File: config.mk
export PLATFORM = sky130hd
export DESIGN_NAME = fspm_ctrl
export DESIGN_NICKNAME = d
export VERILOG_FILES = /design/src/fspm_pkg.sv /design/src/fspm_addr_ctr.sv /design/src/fspm_ctrl.sv
export SDC_FILE = /design/constraint.sdc
export NUM_CORES = 1
export LEC_CHECK = 0
export ABC_CLOCK_PERIOD_IN_PS = 4600
export BUFFER_PORTS_ARGS = -buffer_cell sky130_fd_sc_hd__buf_2
export CORE_ASPECT_RATIO = 0.5
export CORE_MARGIN = 3
export CORE_UTILIZATION = 45
export DETAILED_ROUTE_END_ITERATION = 8
export PLACE_DENSITY = 0.67
export SKIP_LAST_GASP = 1
export SYNTH_ARGS = -nofsm -noshare
export SYNTH_HDL_FRONTEND = slang
export SYNTH_SLANG_ARGS = --single-unit
File: constraint.sdc
create_clock -name clk -period 4.6 [get_ports clk]
set_clock_uncertainty 0.1 [all_clocks]
set_input_delay 0.92 -clock clk [delete_from_list [all_inputs] [get_ports clk]]
set_output_delay 0.92 -clock clk [all_outputs]
set_load 0.02 [all_outputs]
File: src/fspm_pkg.sv
package fspm_pkg;
  // ****************************************
  // bus and register map
  // ****************************************
  localparam int APB_AW = 8;
  localparam logic [7:0] OFS_CMD = 8'h00;
  localparam logic [7:0] OFS_STATUS = 8'h04;
  localparam logic [7:0] OFS_KEY = 8'h08;
  localparam logic [7:0] OFS_MODE = 8'h0c;
  localparam logic [7:0] OFS_PTR_LO = 8'h10;
  localparam logic [7:0] OFS_PTR_HI = 8'h14;
  localparam logic [7:0] OFS_CMP_LO = 8'h18;
  localparam logic [7:0] OFS_CMP_HI = 8'h1c;

  // ****************************************
  // codes and field positions
  // ****************************************
  localparam logic [7:0] KEY_VALUE = 8'ha5;
  localparam logic [7:0] MODE_SELF = 8'h01;
  localparam logic [7:0] MODE_NORMAL = 8'h00;
  localparam logic [7:0] CMD_NONE = 8'h00;
  localparam logic [7:0] CMD_BLOCK_ERASE = 8'h03;
  localparam int ST_SEQ_ERR = 0;
  localparam int ST_VERIFY_ERR = 1;
  localparam int ST_WE_ERR = 2;

  // ****************************************
  // reset values
  // ****************************************
  localparam logic [7:0] RST_CMD = 8'h00;
  localparam logic [2:0] RST_STATUS = 3'h0;
  localparam logic [7:0] RST_PTR = 8'h00;
  localparam logic [7:0] RST_CMP = 8'h00;

  typedef enum logic [1:0] {
    SQ_IDLE = 2'b00,
    SQ_KEYED = 2'b01,
    SQ_VALUE = 2'b10,
    SQ_COMPL = 2'b11
  } fspm_seq_t;

  typedef enum logic [1:0] {
    OP_IDLE = 2'b00,
    OP_RUN = 2'b01,
    OP_DONE = 2'b10
  } fspm_op_t;
endpackage

File: src/fspm_addr_ctr.sv
`timescale 1ns/1ps
module fspm_addr_ctr (
  input wire logic clk,
  input wire logic rst,
  input wire logic wr_ptr_lo,
  input wire logic wr_ptr_hi,
  input wire logic wr_cmp_lo,
  input wire logic wr_cmp_hi,
  input wire logic [7:0] wdata,
  input wire logic step,
  output logic [7:0] ptr_lo,
  output logic [7:0] ptr_hi,
  output logic [7:0] cmp_lo,
  output logic [7:0] cmp_hi,
  output logic match
);
  import fspm_pkg::*;

  // ****************************************
  // pointer counter and compare registers
  // ****************************************
  // the pointer is left at its last value after an operation,
  // so software reloads it before every command
  always_ff @(posedge clk or posedge rst) begin
    if (rst) begin
      ptr_lo <= RST_PTR;
      ptr_hi <= RST_PTR;
    end else if (wr_ptr_lo) begin
      ptr_lo <= wdata;
    end else if (wr_ptr_hi) begin
      ptr_hi <= wdata;
    end else if (step) begin
      {ptr_hi, ptr_lo} <= 16'({ptr_hi, ptr_lo} + 16'h0001); // RULE19
    end
  end

  always_ff @(posedge clk or posedge rst) begin
    if (rst) begin
      cmp_lo <= RST_CMP;
      cmp_hi <= RST_CMP;
    end else begin
      if (wr_cmp_lo) begin
        cmp_lo <= wdata;
      end
      if (wr_cmp_hi) begin
        cmp_hi <= wdata;
      end
    end
  end

  assign match = ({ptr_hi, ptr_lo} == {cmp_hi, cmp_lo}); // RULE19
endmodule

File: src/fspm_ctrl.sv
// Implementation choices: the APB slave port and the register addresses.
`timescale 1ns/1ps
// Function
// (RULE1) software writes key A5H to the key register before mode changes
// (RULE2) entry is 01H, 0FEH, 01H; first two writes change nothing
// (RULE3) self-programming mode starts only on the third correct write
// (RULE4) exit is 00H, 0FFH, 00H; first two writes change nothing
// (RULE5) normal mode returns only on the third correct exit write
// (RULE6) status bit 0 reports sequence failure; software clears and retries
// (RULE7) software clears the command register before a mode sequence
// (RULE8) software clears status before each sequence and each operation
// (RULE9) software masks all interrupts before entry, restores after exit
// (RULE10) cpu clock is at least 1 MHz before the entry sequence
// (RULE11) software runs a no-op then halt after the final entry write
// (RULE12) command code 03H means block erase
// (RULE13) software loads block number and compares for block erase
// (RULE14) halt in self-programming mode starts the operation; resume after
// (RULE15) status bit 1 verify failure, bit 2 write/erase or protect failure
// (RULE16) software restarts the watchdog just before an operation
// (RULE17) sequence code lives outside the area being erased
// (RULE18) software restores the cpu clock after a good exit
// (RULE19) pointers count up to the compare values; reload before commands
// (RULE20) undefined command ends at once and sets status bits 1 and 2
// (RULE21) software keeps bits 4 to 7 of high pointer and compare zero
// (RULE22) any access breaking the sequence order aborts it and flags error
module fspm_ctrl (
  input wire logic clk,
  input wire logic rst,
  input wire logic psel,
  input wire logic penable,
  input wire logic pwrite,
  input wire logic [fspm_pkg::APB_AW-1:0] paddr,
  input wire logic [31:0] pwdata,
  output logic [31:0] prdata,
  output logic pready,
  output logic pslverr,
  input wire logic halt_req,
  input wire logic flash_done,
  input wire logic flash_err,
  input wire logic verify_err,
  output logic flash_erase,
  output logic [11:0] flash_addr,
  output logic cpu_resume,
  output logic self_prog_mode
);
  import fspm_pkg::*;

  // ****************************************
  // apb slave
  // ****************************************
  logic acc;
  logic wr;
  logic [7:0] wd;
  logic [7:0] flash_command_reg;
  logic [2:0] flash_status_reg;
  logic [7:0] ptr_lo;
  logic [7:0] ptr_hi;
  logic [7:0] cmp_lo;
  logic [7:0] cmp_hi;
  logic match;
  logic step;
  logic busy;
  fspm_seq_t seq;
  fspm_op_t op;
  logic [7:0] seq_value;
  logic seq_err_set;
  logic verify_set;
  logic we_set;

  function automatic logic is_mapped(input logic [APB_AW-1:0] a);
    return a == OFS_CMD || a == OFS_STATUS || a == OFS_KEY ||
      a == OFS_MODE || a == OFS_PTR_LO || a == OFS_PTR_HI ||
      a == OFS_CMP_LO || a == OFS_CMP_HI;
  endfunction

  function automatic logic hit(input logic [APB_AW-1:0] a,
                               input logic [7:0] ofs);
    return wr && a == ofs;
  endfunction

  assign acc = psel && penable && pready;
  assign wr = acc && pwrite;
  assign wd = pwdata[7:0];
  assign busy = (op != OP_IDLE);

  // one wait-free answer: pready rises in the access cycle
  always_ff @(posedge clk or posedge rst) begin
    if (rst) begin
      pready <= 1'b0;
      pslverr <= 1'b0;
    end else begin
      pready <= psel && !penable;
      pslverr <= psel && !penable && !is_mapped(paddr);
    end
  end

  always_ff @(posedge clk or posedge rst) begin
    if (rst) begin
      prdata <= 32'h0;
    end else if (psel && !penable && !pwrite) begin
      if (paddr == OFS_CMD) begin
        prdata <= {24'h0, flash_command_reg};
      end else if (paddr == OFS_STATUS) begin
        prdata <= {29'h0, flash_status_reg};
      end else if (paddr == OFS_MODE) begin
        prdata <= {31'h0, self_prog_mode};
      end else if (paddr == OFS_PTR_LO) begin
        prdata <= {24'h0, ptr_lo};
      end else if (paddr == OFS_PTR_HI) begin
        prdata <= {24'h0, ptr_hi};
      end else if (paddr == OFS_CMP_LO) begin
        prdata <= {24'h0, cmp_lo};
      end else if (paddr == OFS_CMP_HI) begin
        prdata <= {24'h0, cmp_hi};
      end else begin
        prdata <= 32'h0;
      end
    end
  end

  always_ff @(posedge clk or posedge rst) begin
    if (rst) begin
      flash_command_reg <= RST_CMD;
    end else if (hit(paddr, OFS_CMD)) begin
      flash_command_reg <= wd;
    end
  end

  // ****************************************
  // protected mode-change sequence
  // ****************************************
  // any access except the expected next step aborts, reads included,
  // so an interrupt handler touching these registers cannot slip in
  always_ff @(posedge clk or posedge rst) begin
    if (rst) begin
      seq <= SQ_IDLE;
      seq_value <= MODE_NORMAL;
      self_prog_mode <= 1'b0;
      seq_err_set <= 1'b0;
    end else begin
      seq_err_set <= 1'b0;
      if (acc) begin
        case (seq)
          SQ_IDLE: begin
            if (hit(paddr, OFS_KEY)) begin
              if (wd == KEY_VALUE) begin // RULE1
                seq <= SQ_KEYED;
              end else begin
                seq_err_set <= 1'b1; // RULE22
              end
            end else if (hit(paddr, OFS_MODE)) begin
              seq_err_set <= 1'b1; // RULE22
            end
          end
          SQ_KEYED: begin
            if (hit(paddr, OFS_MODE) &&
                (wd == MODE_SELF || wd == MODE_NORMAL)) begin
              seq_value <= wd; // RULE2 RULE4
              seq <= SQ_VALUE;
            end else begin
              seq_err_set <= 1'b1; // RULE22
              seq <= SQ_IDLE;
            end
          end
          SQ_VALUE: begin
            if (hit(paddr, OFS_MODE) && wd == ~seq_value) begin
              seq <= SQ_COMPL; // RULE2 RULE4
            end else begin
              seq_err_set <= 1'b1; // RULE22
              seq <= SQ_IDLE;
            end
          end
          default: begin
            if (hit(paddr, OFS_MODE) && wd == seq_value) begin
              self_prog_mode <= seq_value[0]; // RULE3 RULE5
            end else begin
              seq_err_set <= 1'b1; // RULE22
            end
            seq <= SQ_IDLE;
          end
        endcase
      end
    end
  end

  // ****************************************
  // status register
  // ****************************************
  // writing 0 to a bit clears it; a set in the same cycle wins
  always_ff @(posedge clk or posedge rst) begin
    if (rst) begin
      flash_status_reg <= RST_STATUS;
    end else begin
      if (hit(paddr, OFS_STATUS)) begin
        flash_status_reg <= flash_status_reg & wd[2:0];
      end
      if (seq_err_set) begin
        flash_status_reg[ST_SEQ_ERR] <= 1'b1; // RULE6
      end
      if (verify_set) begin
        flash_status_reg[ST_VERIFY_ERR] <= 1'b1; // RULE15
      end
      if (we_set) begin
        flash_status_reg[ST_WE_ERR] <= 1'b1; // RULE15
      end
    end
  end

  // ****************************************
  // operation sequencer
  // ****************************************
  // the cpu stays halted while busy; pointer and compare writes
  // are blocked then as well, since each write enable is gated with !busy
  always_ff @(posedge clk or posedge rst) begin
    if (rst) begin
      op <= OP_IDLE;
      flash_erase <= 1'b0;
      flash_addr <= 12'h0;
      cpu_resume <= 1'b0;
      verify_set <= 1'b0;
      we_set <= 1'b0;
    end else begin
      cpu_resume <= 1'b0;
      verify_set <= 1'b0;
      we_set <= 1'b0;
      case (op)
        OP_IDLE: begin
          if (halt_req && self_prog_mode) begin // RULE14
            if (flash_command_reg == CMD_BLOCK_ERASE) begin // RULE12
              op <= OP_RUN;
              flash_erase <= 1'b1;
              flash_addr <= {ptr_hi[3:0], ptr_lo};
            end else begin
              if (flash_command_reg != CMD_NONE) begin
                verify_set <= 1'b1; // RULE20
                we_set <= 1'b1; // RULE20
              end
              op <= OP_DONE;
            end
          end
        end
        OP_RUN: begin
          flash_addr <= {ptr_hi[3:0], ptr_lo};
          if (flash_done) begin
            if (flash_err) begin
              we_set <= 1'b1; // RULE15
            end
            if (verify_err) begin
              verify_set <= 1'b1; // RULE15
            end
            if (match || flash_err) begin
              flash_erase <= 1'b0;
              op <= OP_DONE;
            end
          end
        end
        default: begin
          cpu_resume <= 1'b1; // RULE14
          op <= OP_IDLE;
        end
      endcase
    end
  end

  assign step = (op == OP_RUN) && flash_done && !match && !flash_err;

  fspm_addr_ctr u_addr_ctr (
    .clk(clk),
    .rst(rst),
    .wr_ptr_lo(hit(paddr, OFS_PTR_LO) && !busy),
    .wr_ptr_hi(hit(paddr, OFS_PTR_HI) && !busy),
    .wr_cmp_lo(hit(paddr, OFS_CMP_LO) && !busy),
    .wr_cmp_hi(hit(paddr, OFS_CMP_HI) && !busy),
    .wdata(wd),
    .step(step),
    .ptr_lo(ptr_lo),
    .ptr_hi(ptr_hi),
    .cmp_lo(cmp_lo),
    .cmp_hi(cmp_hi),
    .match(match)
  );
endmodule

==> impl_results.md, run 1 <==
* Drt first pass iters at 5
* Max cap viols at 0
* Syn_area_per_cell at approximately 11 um2
* DR WL/cell at roughly 19 um
* Cells after synthesis at between 400 and 500
* PostCTS Resize Cnt at 0
* Reg2reg setup slack at roughly 2 ns
* Clk slew on worst S/H paths at about 0.060 ns
* GRT overflow at 0
* Root Buffer: clkbuf_16
* CP Launch Type: input pin
* Global-route wire length before repair at approximately 18 mm
* Clock Path Buffers at 2
* Layout Nets at 531
* Largest family of logic cells by synthesized area: simple AND/OR/NAND/NOR gates
* Period utilization at 0.632
* Met3 global-route usage at 0.0636
* Fin. Hold Viols at 0
* Die H at approximately 78 um
* CP max stage delay at 0.87 ns
* EDFF count, synth at 0
* Total track usage at 0.207
* Leak at about 2.4 nW
* Initial core utilization at 0.477
* CTS tree: done
* Largest register FFs at 12
* Crit-path leading delay family: simple AND/OR/NAND/NOR gates
* Met1 usage at 0.307
* Synth Area in Adders at 0.00269
* DRC at 0
* Met2 Use GR at 0.293
* Initial drt markers at 302
* N_diodes at 0
* Layout cell share with drive strength beyond 1 at 0.261
* Worst hold path class: reg -> reg
* Most flops, register: flash_addr
* CTS Buf Count at 9
* Top post-synthesis cells by area: dfrtp_1, mux2_2, buf_4
* Area delta synth->final at 11.7%
* Critical Path RT at 4.73 ns
* Synthesized cell area at between 4000 and 5000 um2
* Via density at roughly 5.7
* Ys flop type: dfrtp_1
* Routed WL at between 10 and 15 mm
* Worst-skew pair later-pin latency at around 0.35 ns
* Yosys cell types at 61
* Die Span X at 150 um
* RD Place Congestion at approximately 0.9
* Clock sinks at between 80 and 90
* Detail Route Antenna Nets at 0
* Arr. time, crit path at ~3 ns
* Post-synthesis simple-gate area fraction at 0.186
* Synth Area in XOR/XNOR at 0.0486
* Rel. slew slack at 0.313
* Count leader, synth: dfrtp_1
* Top-area cell type share of the netlist area at 0.446
* Core area at 9760 um2
* Synthesis-stage register bit count at 83
* Initial antenna violation count at 0
* Die area at around 12000 um2
* Status: finished, final reports clean
* Worst setup EP type: register
* Cts hold-fix bufs at 0
* Final setup vio count at 0
* Hpwl dp at 8.28 mm
* P per Cell Area at about 320 nW/um2
* I/O Buffers at just under 50
* Crit-path max FO at 21
* I/O pins at 98
* Final critical-path required period at 2.91 ns
* Worst-Margin Slew at around 1.0 ns
* Vias in the first global route at between 3000 and 4000
* Fillcell total at 876
* GR peak layer: met1
* Largest net degree at the start of global routing at 59
* Worst path bufs/invs at 1
* CP cell instances: buf_2 > nor4_1 > nand4_1 > and3_1 > a21oi_1 > nand3_1
* Top cells by count, synth: dfrtp_1, mux2_2, nor2_1, buf_4, nand2_1
* Async SR Flop Fraction at 1.00
* Sequential fraction of the synthesis area at 0.446
* Max Clk Rate at roughly 0.34 GHz
* Final Power at about 1.7 mW
* Area leader, netlist: dfrtp_1
* Slew Viols, Final at 0
* Crit Path Class: in -> reg
* Post-CTS setup buffer count at 0
* Via Count at 3560
* TNS Setup at 0 ns
* Number of synthesis warnings at 0
* Multiplexer area fraction after synthesis at 0.128
* Max H-tree Level at 3
* Max rail drop VDD at roughly 0.17 mV
* CP max stage cell: nor4_1
* RSZ-0062 raised after global routing: false
* Post-synthesis compound-gate area fraction at 0.111
* FP Rows at 25
[cells in the final DEF (no fill, tap or decap), types with 2 or more instances in the layout]
cell / count
bufinv_16: 2
a31oi_1: 10
nor3_1: 5
nor4_1: 9
dfrtp_1: 83
nand2b_1: 5
conb_1: 24
or3_1: 7
nand3_1: 16
buf_2: 49
nor2_1: 28
xnor2_1: 16
o31ai_1: 3
o21ai_0: 15
inv_1: 13
o2bb2ai_1: 3
or4_1: 9
o22ai_1: 3
and4_1: 3
and2_1: 4
and3_1: 6
a22oi_1: 6
o21a_1: 2
nor4_2: 3
mux2_2: 41
mux4_2: 6
a21oi_1: 15
clkinv_2: 2
nand4_1: 10
buf_4: 2
nand2_1: 25
clkbuf_16: 9
o211ai_1: 6
a21o_1: 3
xor2_1: 8
clkbuf_8: 2
nor2b_1: 7
[routing by layer]
layer | up-vias | share of wire
li1 | 1644 | -
met1 | 1765 | 0.47
met2 | 141 | 0.43
met3 | 10 | 0.092
met4 | 0 | 0.010
met5 | - | 0
[metrics by stage]
step / hold WS [ns] / instance area, um2 / utilization / instances / worst slack (ns)
6_report: 0.329 / 5200 / 0.533 / 621 / 1.69
4_1_cts: 0.327 / 5200 / 0.533 / 621 / 1.79
2_1_floorplan: 0.308 / 4740 / - / 466 / 1.44
3_3_place_gp: 0.311 / 4870 / 0.499 / 605 / 1.40
5_1_grt: 0.340 / 5200 / 0.533 / 621 / 1.54
3_5_place_dp: 0.314 / 4870 / 0.499 / 605 / 1.41
[where the power goes]
part	total (mW)	internal, mW	switching [mW]
registers	0.752	0.743	0.00902
logic	0.129	0.0346	0.0943
clock network	0.802	0.505	0.297
total	1.68	1.28	0.400
[layout make-up]
class / instances / area (um2) / share of cell area
Clock buffer: 12 / 256 / 0.0493
Clock inverter: 4 / 72.6 / 0.0140
Inverter: 14 / 53.8 / 0.0103
Multi-Input combinational cell: 322 / 2310 / 0.444
Sequential cell: 83 / 2080 / 0.399
Tap cell: 135 / 169 / 0.0325
Timing Repair Buffer: 51 / 260 / 0.0500
[worst reg2reg max path: stages, from the launching register on]
cell and delay, ns:
dfrtp_1 0.40, or4_1 0.60, nor4_2 0.34, o21a_1 0.61, mux2_2 0.41
[final timing paths]
| kind | start | endpoint | cells past startpoint |
|---|---|---|---|
| min reg2reg | seq_err_set | flash_status_reg[0] | 1 |
| max reg2reg | flash_command_reg[3] | flash_addr[2] | 4 |
| min | seq_err_set | flash_status_reg[0] | 1 |
| max | paddr[2] | u_addr_ctr.ptr_lo[4] | 6 |
| max in group asynchronous | rst | pslverr | 3 |
| min in group asynchronous | rst | flash_addr[3] | 2 |
[kinds of logic (layout without fill, tap and decap cells)]
kind of cell,Yosys count,count (layout)
XOR/XNOR,25,25
AO/OA/AOI/OAI,76,76
flip-flops,83,83
adder cells (fa/ha/maj),1,1
multiplexers,47,47
AND/OR/NAND/NOR,149,149
other,1,24
buffers and inverters,61,81
(Power assumes the default switching activity.)
==> run 2: changes to the inputs <==
- ABC_CLOCK_PERIOD_IN_PS: 4600 -> 2700
- clock period: 4.6 -> 2.7 ns (I/O delays scaled with it)
==> run 2 against run 1 <==
Final area is 3.4% higher. Setup slack worse by 1.3 ns. Worst hold slack got worse by 0.20 ns. Clock-buffer cell count down 2. First-iteration DRC count grew 48%. Sequential power increased by 70%. Largest cell class unchanged.
==> impl_results.md, run 2 (synthesis gave the netlist of run 1 again) <==
* DR WL/cell at 18.4 um (was 18.5 um)
* N_diodes at 0 (unchanged)
* Final critical-path required period at about 2.3 ns
* Leak at 2.50 nW (was 2.38 nW)
* P per Cell Area at 514 nW/um2 (was 324 nW/um2)
* Most common cell after layout, fill and taps aside: dfrtp_1 (unchanged)
* Status: finished, final reports clean (unchanged)
* Largest net degree at the start of global routing at 36 (was 59)
* RD Place Congestion at 0.911 (was 0.913)
* Most flops, register: flash_addr (unchanged)
* Root Buffer: clkbuf_16 (unchanged)
* Fin. Hold Viols at 0 (unchanged)
* Worst-Margin Slew at 0.582 ns (was 1.03 ns)
* Layout Nets at 556 (was 531)
* Max cap viols at 0 (unchanged)
* Max Clk Rate at between 0.4 and 0.5 GHz
* Slew Viols, Final at 0 (unchanged)
* Total track usage at 0.213 (was 0.207)
* Fillcell total at 879 (was 876)
* Hpwl dp at 8.83 mm (was 8.28 mm)
* Vias in the first global route at 3441 (was 3266)
* Crit Path Class: reg -> reg (was in -> reg)
* Non-filler cells, final at 646 (was 621)
* Period utilization at 0.857
* Initial antenna violation count at 0 (unchanged)
* CP Launch Type: register (was input pin)
* Worst hold path class: in -> async (was reg -> reg)
* Placed inst area at 5070 um2 (was 4870 um2)
* Most frequent cells in the layout: dfrtp_1, buf_2, mux2_2, nor2_1, buf_4 (was dfrtp_1, buf_2, mux2_2, nor2_1, nand2_1)
* Area delta synth->final at 15.5% (was 11.7%)
* Via density at 5.67 (was 5.73)
* Core area at 9760 um2 (unchanged)
* CP max stage delay at 0.50 ns (was 0.87 ns)
* Clock sinks at 83 (unchanged)
* Sequential cell area at 2080 um2 (unchanged)
* FP Rows at 25 (unchanged)
* I/O pins at 98 (unchanged)
* Clock Path Buffers at 2 (unchanged)
* Clk slew on worst S/H paths at 0.07 ns (was 0.06 ns)
* Layout cell share with drive strength beyond 1 at 0.299 (was 0.261)
* PostCTS Resize Cnt at 0 (unchanged)
* Die Span X at 150 um (unchanged)
* Post-CTS setup buffer count at 0 (unchanged)
* Final setup vio count at 0 (unchanged)
* Max H-tree Level at 3 (unchanged)
* Crit-path leading delay family: simple AND/OR/NAND/NOR gates (unchanged)
* RSZ-0062 raised after global routing: false (unchanged)
* Largest register FFs at 12 (unchanged)
* Drt first pass iters at 5 (unchanged)
* Max rail drop VDD at 0.285 mV (was 0.172 mV)
* Cts hold-fix bufs at 0 (unchanged)
* Worst setup EP type: register (unchanged)
* Area of the multi-input gates at 2310 um2 (unchanged)
* Post-route cell area at 5380 um2 (was 5200 um2)
* I/O Buffers at 49 (unchanged)
* Via Count at 3665 (was 3560)
* CTS Buf Count at 9 (unchanged)
* Worst path bufs/invs at 0 (was 1)
* Die H at 77.9 um (unchanged)
* Die area at 11700 um2 (unchanged)
* GRT overflow at 0 (unchanged)
* Rel. slew slack at 0.609 (was 0.313)
* Detail Route Antenna Nets at 0 (unchanged)
* Initial core utilization at 0.477 (unchanged)
* Initial drt markers at 447 (was 302)
* Worst-skew pair later-pin latency at 0.34 ns (was 0.35 ns)
* Crit-path max FO at 5 (was 21)
* Placed cells at 630 (was 605)
* CTS tree: done (unchanged)
* CP max stage cell: dfrtp_1 (was nor4_1)
* Arr. time, crit path at 2.48 ns (was 3.04 ns)
* TNS Setup at 0 ns (unchanged)
* DRC at 0 (unchanged)
* Global-route wire length before repair at 18.9 mm (was 18.3 mm)
* CP cell instances: ha_1 > nand3_1 > or2_0 > or4_1 > or3_1 > a31oi_1 (was buf_2 > nor4_1 > nand4_1 > and3_1 > a21oi_1 > nand3_1)
* Routed WL at 11.9 mm (was 11.5 mm)
* Critical Path RT at 2.86 ns (was 4.73 ns)
run 2: cell types whose count changed in the layout (fill, tap and decap cells not counted):
cell | previous run | this run
buf_12 | 0 | 1
buf_4 | 2 | 26
bufinv_16 | 2 | 1
clkbuf_1 | 1 | 0
clkbuf_8 | 2 | 1
clkinv_4 | 0 | 2
clkinvlp_4 | 1 | 2
run 2: where the power goes:
group / leakage [nW] / switching [mW] / internal [mW]
registers: 1.13 / 0.0138 / 1.27
logic: 1.22 / 0.165 / 0.0678
clock network: 0.148 / 0.513 / 0.741
total: 2.50 / 0.692 / 2.07
run 2: metal layers:
| layer | vias up | track usage | routed length [um] |
|---|---|---|---|
| li1 | 1690 | - | - |
| met1 | 1820 | 0.318 | 5500 |
| met2 | 144 | 0.308 | 5150 |
| met3 | 11 | 0.0572 | 1130 |
| met4 | 0 | 0.0493 | 106 |
| met5 | - | 0 | 0 |
run 2: layout make-up:
cell class	count	area share
multi-input cells	322	0.430
repair buffers	76	0.0856
flip-flops and latches	83	0.386
clock buffers	10	0.0444
well taps	135	0.0314
inverters	14	0.0105
clock inverters	6	0.0121
run 2: per-stage QoR:
stage	utilization	hold WS [ns]	setup WS, ns	total power, mW
after floorplan	-	0.308	0.518	1.47
final	0.551	0.129	0.387	2.77
after detailed placement	0.520	0.324	0.392	1.53
after global routing	0.551	0.155	0.287	2.86
after global placement	0.520	0.315	0.402	1.53
after CTS	0.551	0.139	0.417	2.79
run 2: path summary, 6_finish.rpt:
check / start / slack [ns] / end / cells past startpoint
setup / recovery: u_addr_ctr.ptr_lo[0] / 0.39 / u_addr_ctr.ptr_hi[0] / 6
min in group clk: verify_err / 0.31 / verify_set / 2
hold reg to reg: seq_err_set / 0.33 / flash_status_reg[0] / 1
max in group asynchronous: rst / 1.75 / op[1] / 3
setup reg to reg: u_addr_ctr.ptr_lo[0] / 0.39 / u_addr_ctr.ptr_hi[0] / 6
hold / removal: rst / 0.13 / flash_addr[6] / 2
==> run 3: changes to the inputs <==
- CTS_BUF_LIST: default -> sky130_fd_sc_hd__clkbuf_16
==> run 3 against run 2 <==
Flip-flop and latch count unchanged. Global-route usage hardly changed. Largest power group unchanged. Register-to-register slack hardly changed. Wire length about the same. Sequential power hardly changed. Critical path type unchanged. Critical path depth did not move. Clock-buffer cell count down 1. First-iteration DRC count down 17%. Setup slack gained 0.0024 ns. Combinational power barely moved.
==> impl_results.md, run 3 (synthesis gave the netlist of run 1 again) <==
* DRC at 0 (unchanged)
* Arr. time, crit path at 2.47 ns (was 2.48 ns)
* Fillcell total at 880 (was 879)
* CP Launch Type: register (unchanged)
* Most flops, register: flash_addr (unchanged)
* N_diodes at 0 (unchanged)
* Routed WL at 11.9 mm (about the same)
* CTS Buf Count at 9 (unchanged)
* Max H-tree Level at 3 (unchanged)
* I/O pins at 98 (unchanged)
* Die Span X at 150 um (unchanged)
* Final setup vio count at 0 (unchanged)
* Area delta synth->final at 15.3% (was 15.5%)
* Final critical-path required period at 2.31 ns (about the same)
* Post-CTS setup buffer count at 0 (unchanged)
* Hpwl dp at 8.83 mm (unchanged)
* Leak at 2.49 nW (was 2.50 nW)
* GRT overflow at 0 (unchanged)
* Area of the multi-input gates at 2310 um2 (unchanged)
* Worst hold path class: in -> async (unchanged)
* Worst-Margin Slew at 0.573 ns (was 0.582 ns)
* Die H at 77.9 um (unchanged)
* Comb power frac at 0.085 (was 0.084)
* I/O Buffers at 49 (unchanged)
* Critical Path RT at 2.86 ns (about the same)
* Worst setup startpoint: u_addr_ctr.ptr_lo[0] (unchanged)
* Rel. slew slack at 0.614 (was 0.609)
* DR WL/cell at 18.4 um (about the same)
* PostCTS Resize Cnt at 0 (unchanged)
* Most frequent cells in the layout: dfrtp_1, buf_2, mux2_2, nor2_1, buf_4 (unchanged)
* Die area at 11700 um2 (unchanged)
* RD Place Congestion at 0.911 (unchanged)
* RSZ-0062 raised after global routing: false (unchanged)
* WHS at 0.129 ns (about the same)
* Initial drt markers at 372 (was 447)
* Detail Route Antenna Nets at 0 (unchanged)
* Layout Nets at 556 (unchanged)
* Worst setup EP type: register (unchanged)
* Internal Power at 2.05 mW (was 2.07 mW)
* Sequential share of power at 0.468 (was 0.462)
* Slew Viols, Final at 0 (unchanged)
* Vias in the first global route at 3439 (was 3441)
* Clock sinks at 83 (unchanged)
* Initial core utilization at 0.477 (unchanged)
* Clock Path Buffers at 2 (unchanged)
* CP max stage cell: or4_1 (was dfrtp_1)
* Clk slew on worst S/H paths at 0.06 ns (was 0.07 ns)
* Status: finished, final reports clean (unchanged)
* FP Rows at 25 (unchanged)
* CP cell instances: ha_1 > nand3_1 > or2_0 > or4_1 > or3_1 > a31oi_1 (unchanged)
* P per Cell Area at 510 nW/um2 (was 514 nW/um2)
* Largest register FFs at 12 (unchanged)
* Drt first pass iters at 7 (was 5)
* Period utilization at 0.856 (was 0.857)
* Post-route setup slack at 0.390 ns (was 0.387 ns)
* Root Buffer: clkbuf_16 (unchanged)
* Global-route wire length before repair at 18.9 mm (about the same)
* Crit Path Class: reg -> reg (unchanged)
* TNS Setup at 0 ns (unchanged)
* Core area at 9760 um2 (unchanged)
* Most common cell after layout, fill and taps aside: dfrtp_1 (unchanged)
* Dpl ws at 0.392 ns (unchanged)
* Switching pwr at 0.689 mW (was 0.692 mW)
* Initial antenna violation count at 0 (unchanged)
* Net Sw Frac at 0.252 (was 0.250)
* Fin. Hold Viols at 0 (unchanged)
* Sequential cell area at 2080 um2 (unchanged)
* Largest net degree at the start of global routing at 36 (unchanged)
* CTS tree: done (unchanged)
* Crit-path max FO at 5 (unchanged)
* Clock power frac at 0.447 (was 0.453)
* Total track usage at 0.213 (about the same)
* CP max stage delay at 0.51 ns (was 0.50 ns)
* Via Count at 3730 (was 3665)
* Max Clk Rate at 0.433 GHz (was 0.432 GHz)
* RR Startpoint: u_addr_ctr.ptr_lo[0] (unchanged)
* Layout cell share with drive strength beyond 1 at 0.297 (was 0.299)
* Max rail drop VDD at 0.281 mV (was 0.285 mV)
* Worst-skew pair later-pin latency at 0.34 ns (about the same)
* Via density at 5.77 (was 5.67)
* Max cap viols at 0 (unchanged)
* Cts hold-fix bufs at 0 (unchanged)
[run 3: power groups by stage]
stage                     clock network, mW  registers, mW  logic (mW)
after CTS                              1.24           1.28       0.234
after detailed placement                  0           1.30       0.232
after global placement                    0           1.30       0.230
after floorplan                           0           1.32       0.154
after global routing                   1.30           1.28       0.254
final                                  1.22           1.28       0.233
[run 3: worst paths after layout]
path / slack (ns) / cells past startpoint / endpoint
min: 0.13 / 2 / flash_addr[6]
max in group asynchronous: 1.76 / 3 / op[1]
min in group clk: 0.31 / 2 / verify_set
max reg2reg: 0.39 / 6 / u_addr_ctr.ptr_hi[0]
min reg2reg: 0.33 / 1 / flash_status_reg[0]
max: 0.39 / 6 / u_addr_ctr.ptr_hi[0]
[run 3: worst max-delay path, delay by kind of cell (launching register included)]
kind	cells	cell delay [ns]
flip-flops	1	0.50
AO/OA/AOI/OAI	1	0.17
adder cells (fa/ha/maj)	1	0.22
AND/OR/NAND/NOR	4	1.24
[run 3: metrics by stage]
| step | std cells | util | instance area, um2 | power [mW] |
|---|---|---|---|---|
| 2_1_floorplan | 466 | - | 4750 | 1.47 |
| 3_5_place_dp | 630 | 0.520 | 5070 | 1.53 |
| 4_1_cts | 646 | 0.550 | 5370 | 2.76 |
| 5_1_grt | 646 | 0.550 | 5370 | 2.83 |
| 6_report | 646 | 0.550 | 5370 | 2.73 |
| 3_3_place_gp | 630 | 0.520 | 5070 | 1.53 |
[run 3: metal layers]
metal  track usage  routed length [um]  up-vias
li1              -                   -     1698
met1         0.317                5330     1848
met2         0.308                5130      172
met3        0.0572                1300       12
met4        0.0493                 114        0
met5             0                   0        -
[run 3: layout make-up]
cell class	instances	share of cell area
sequential	83	0.387
inverter	14	0.0105
timing repair buffer	76	0.0858
tap	135	0.0315
clock inverter	7	0.0128
multi-input combinational	322	0.431
clock buffer	9	0.0420
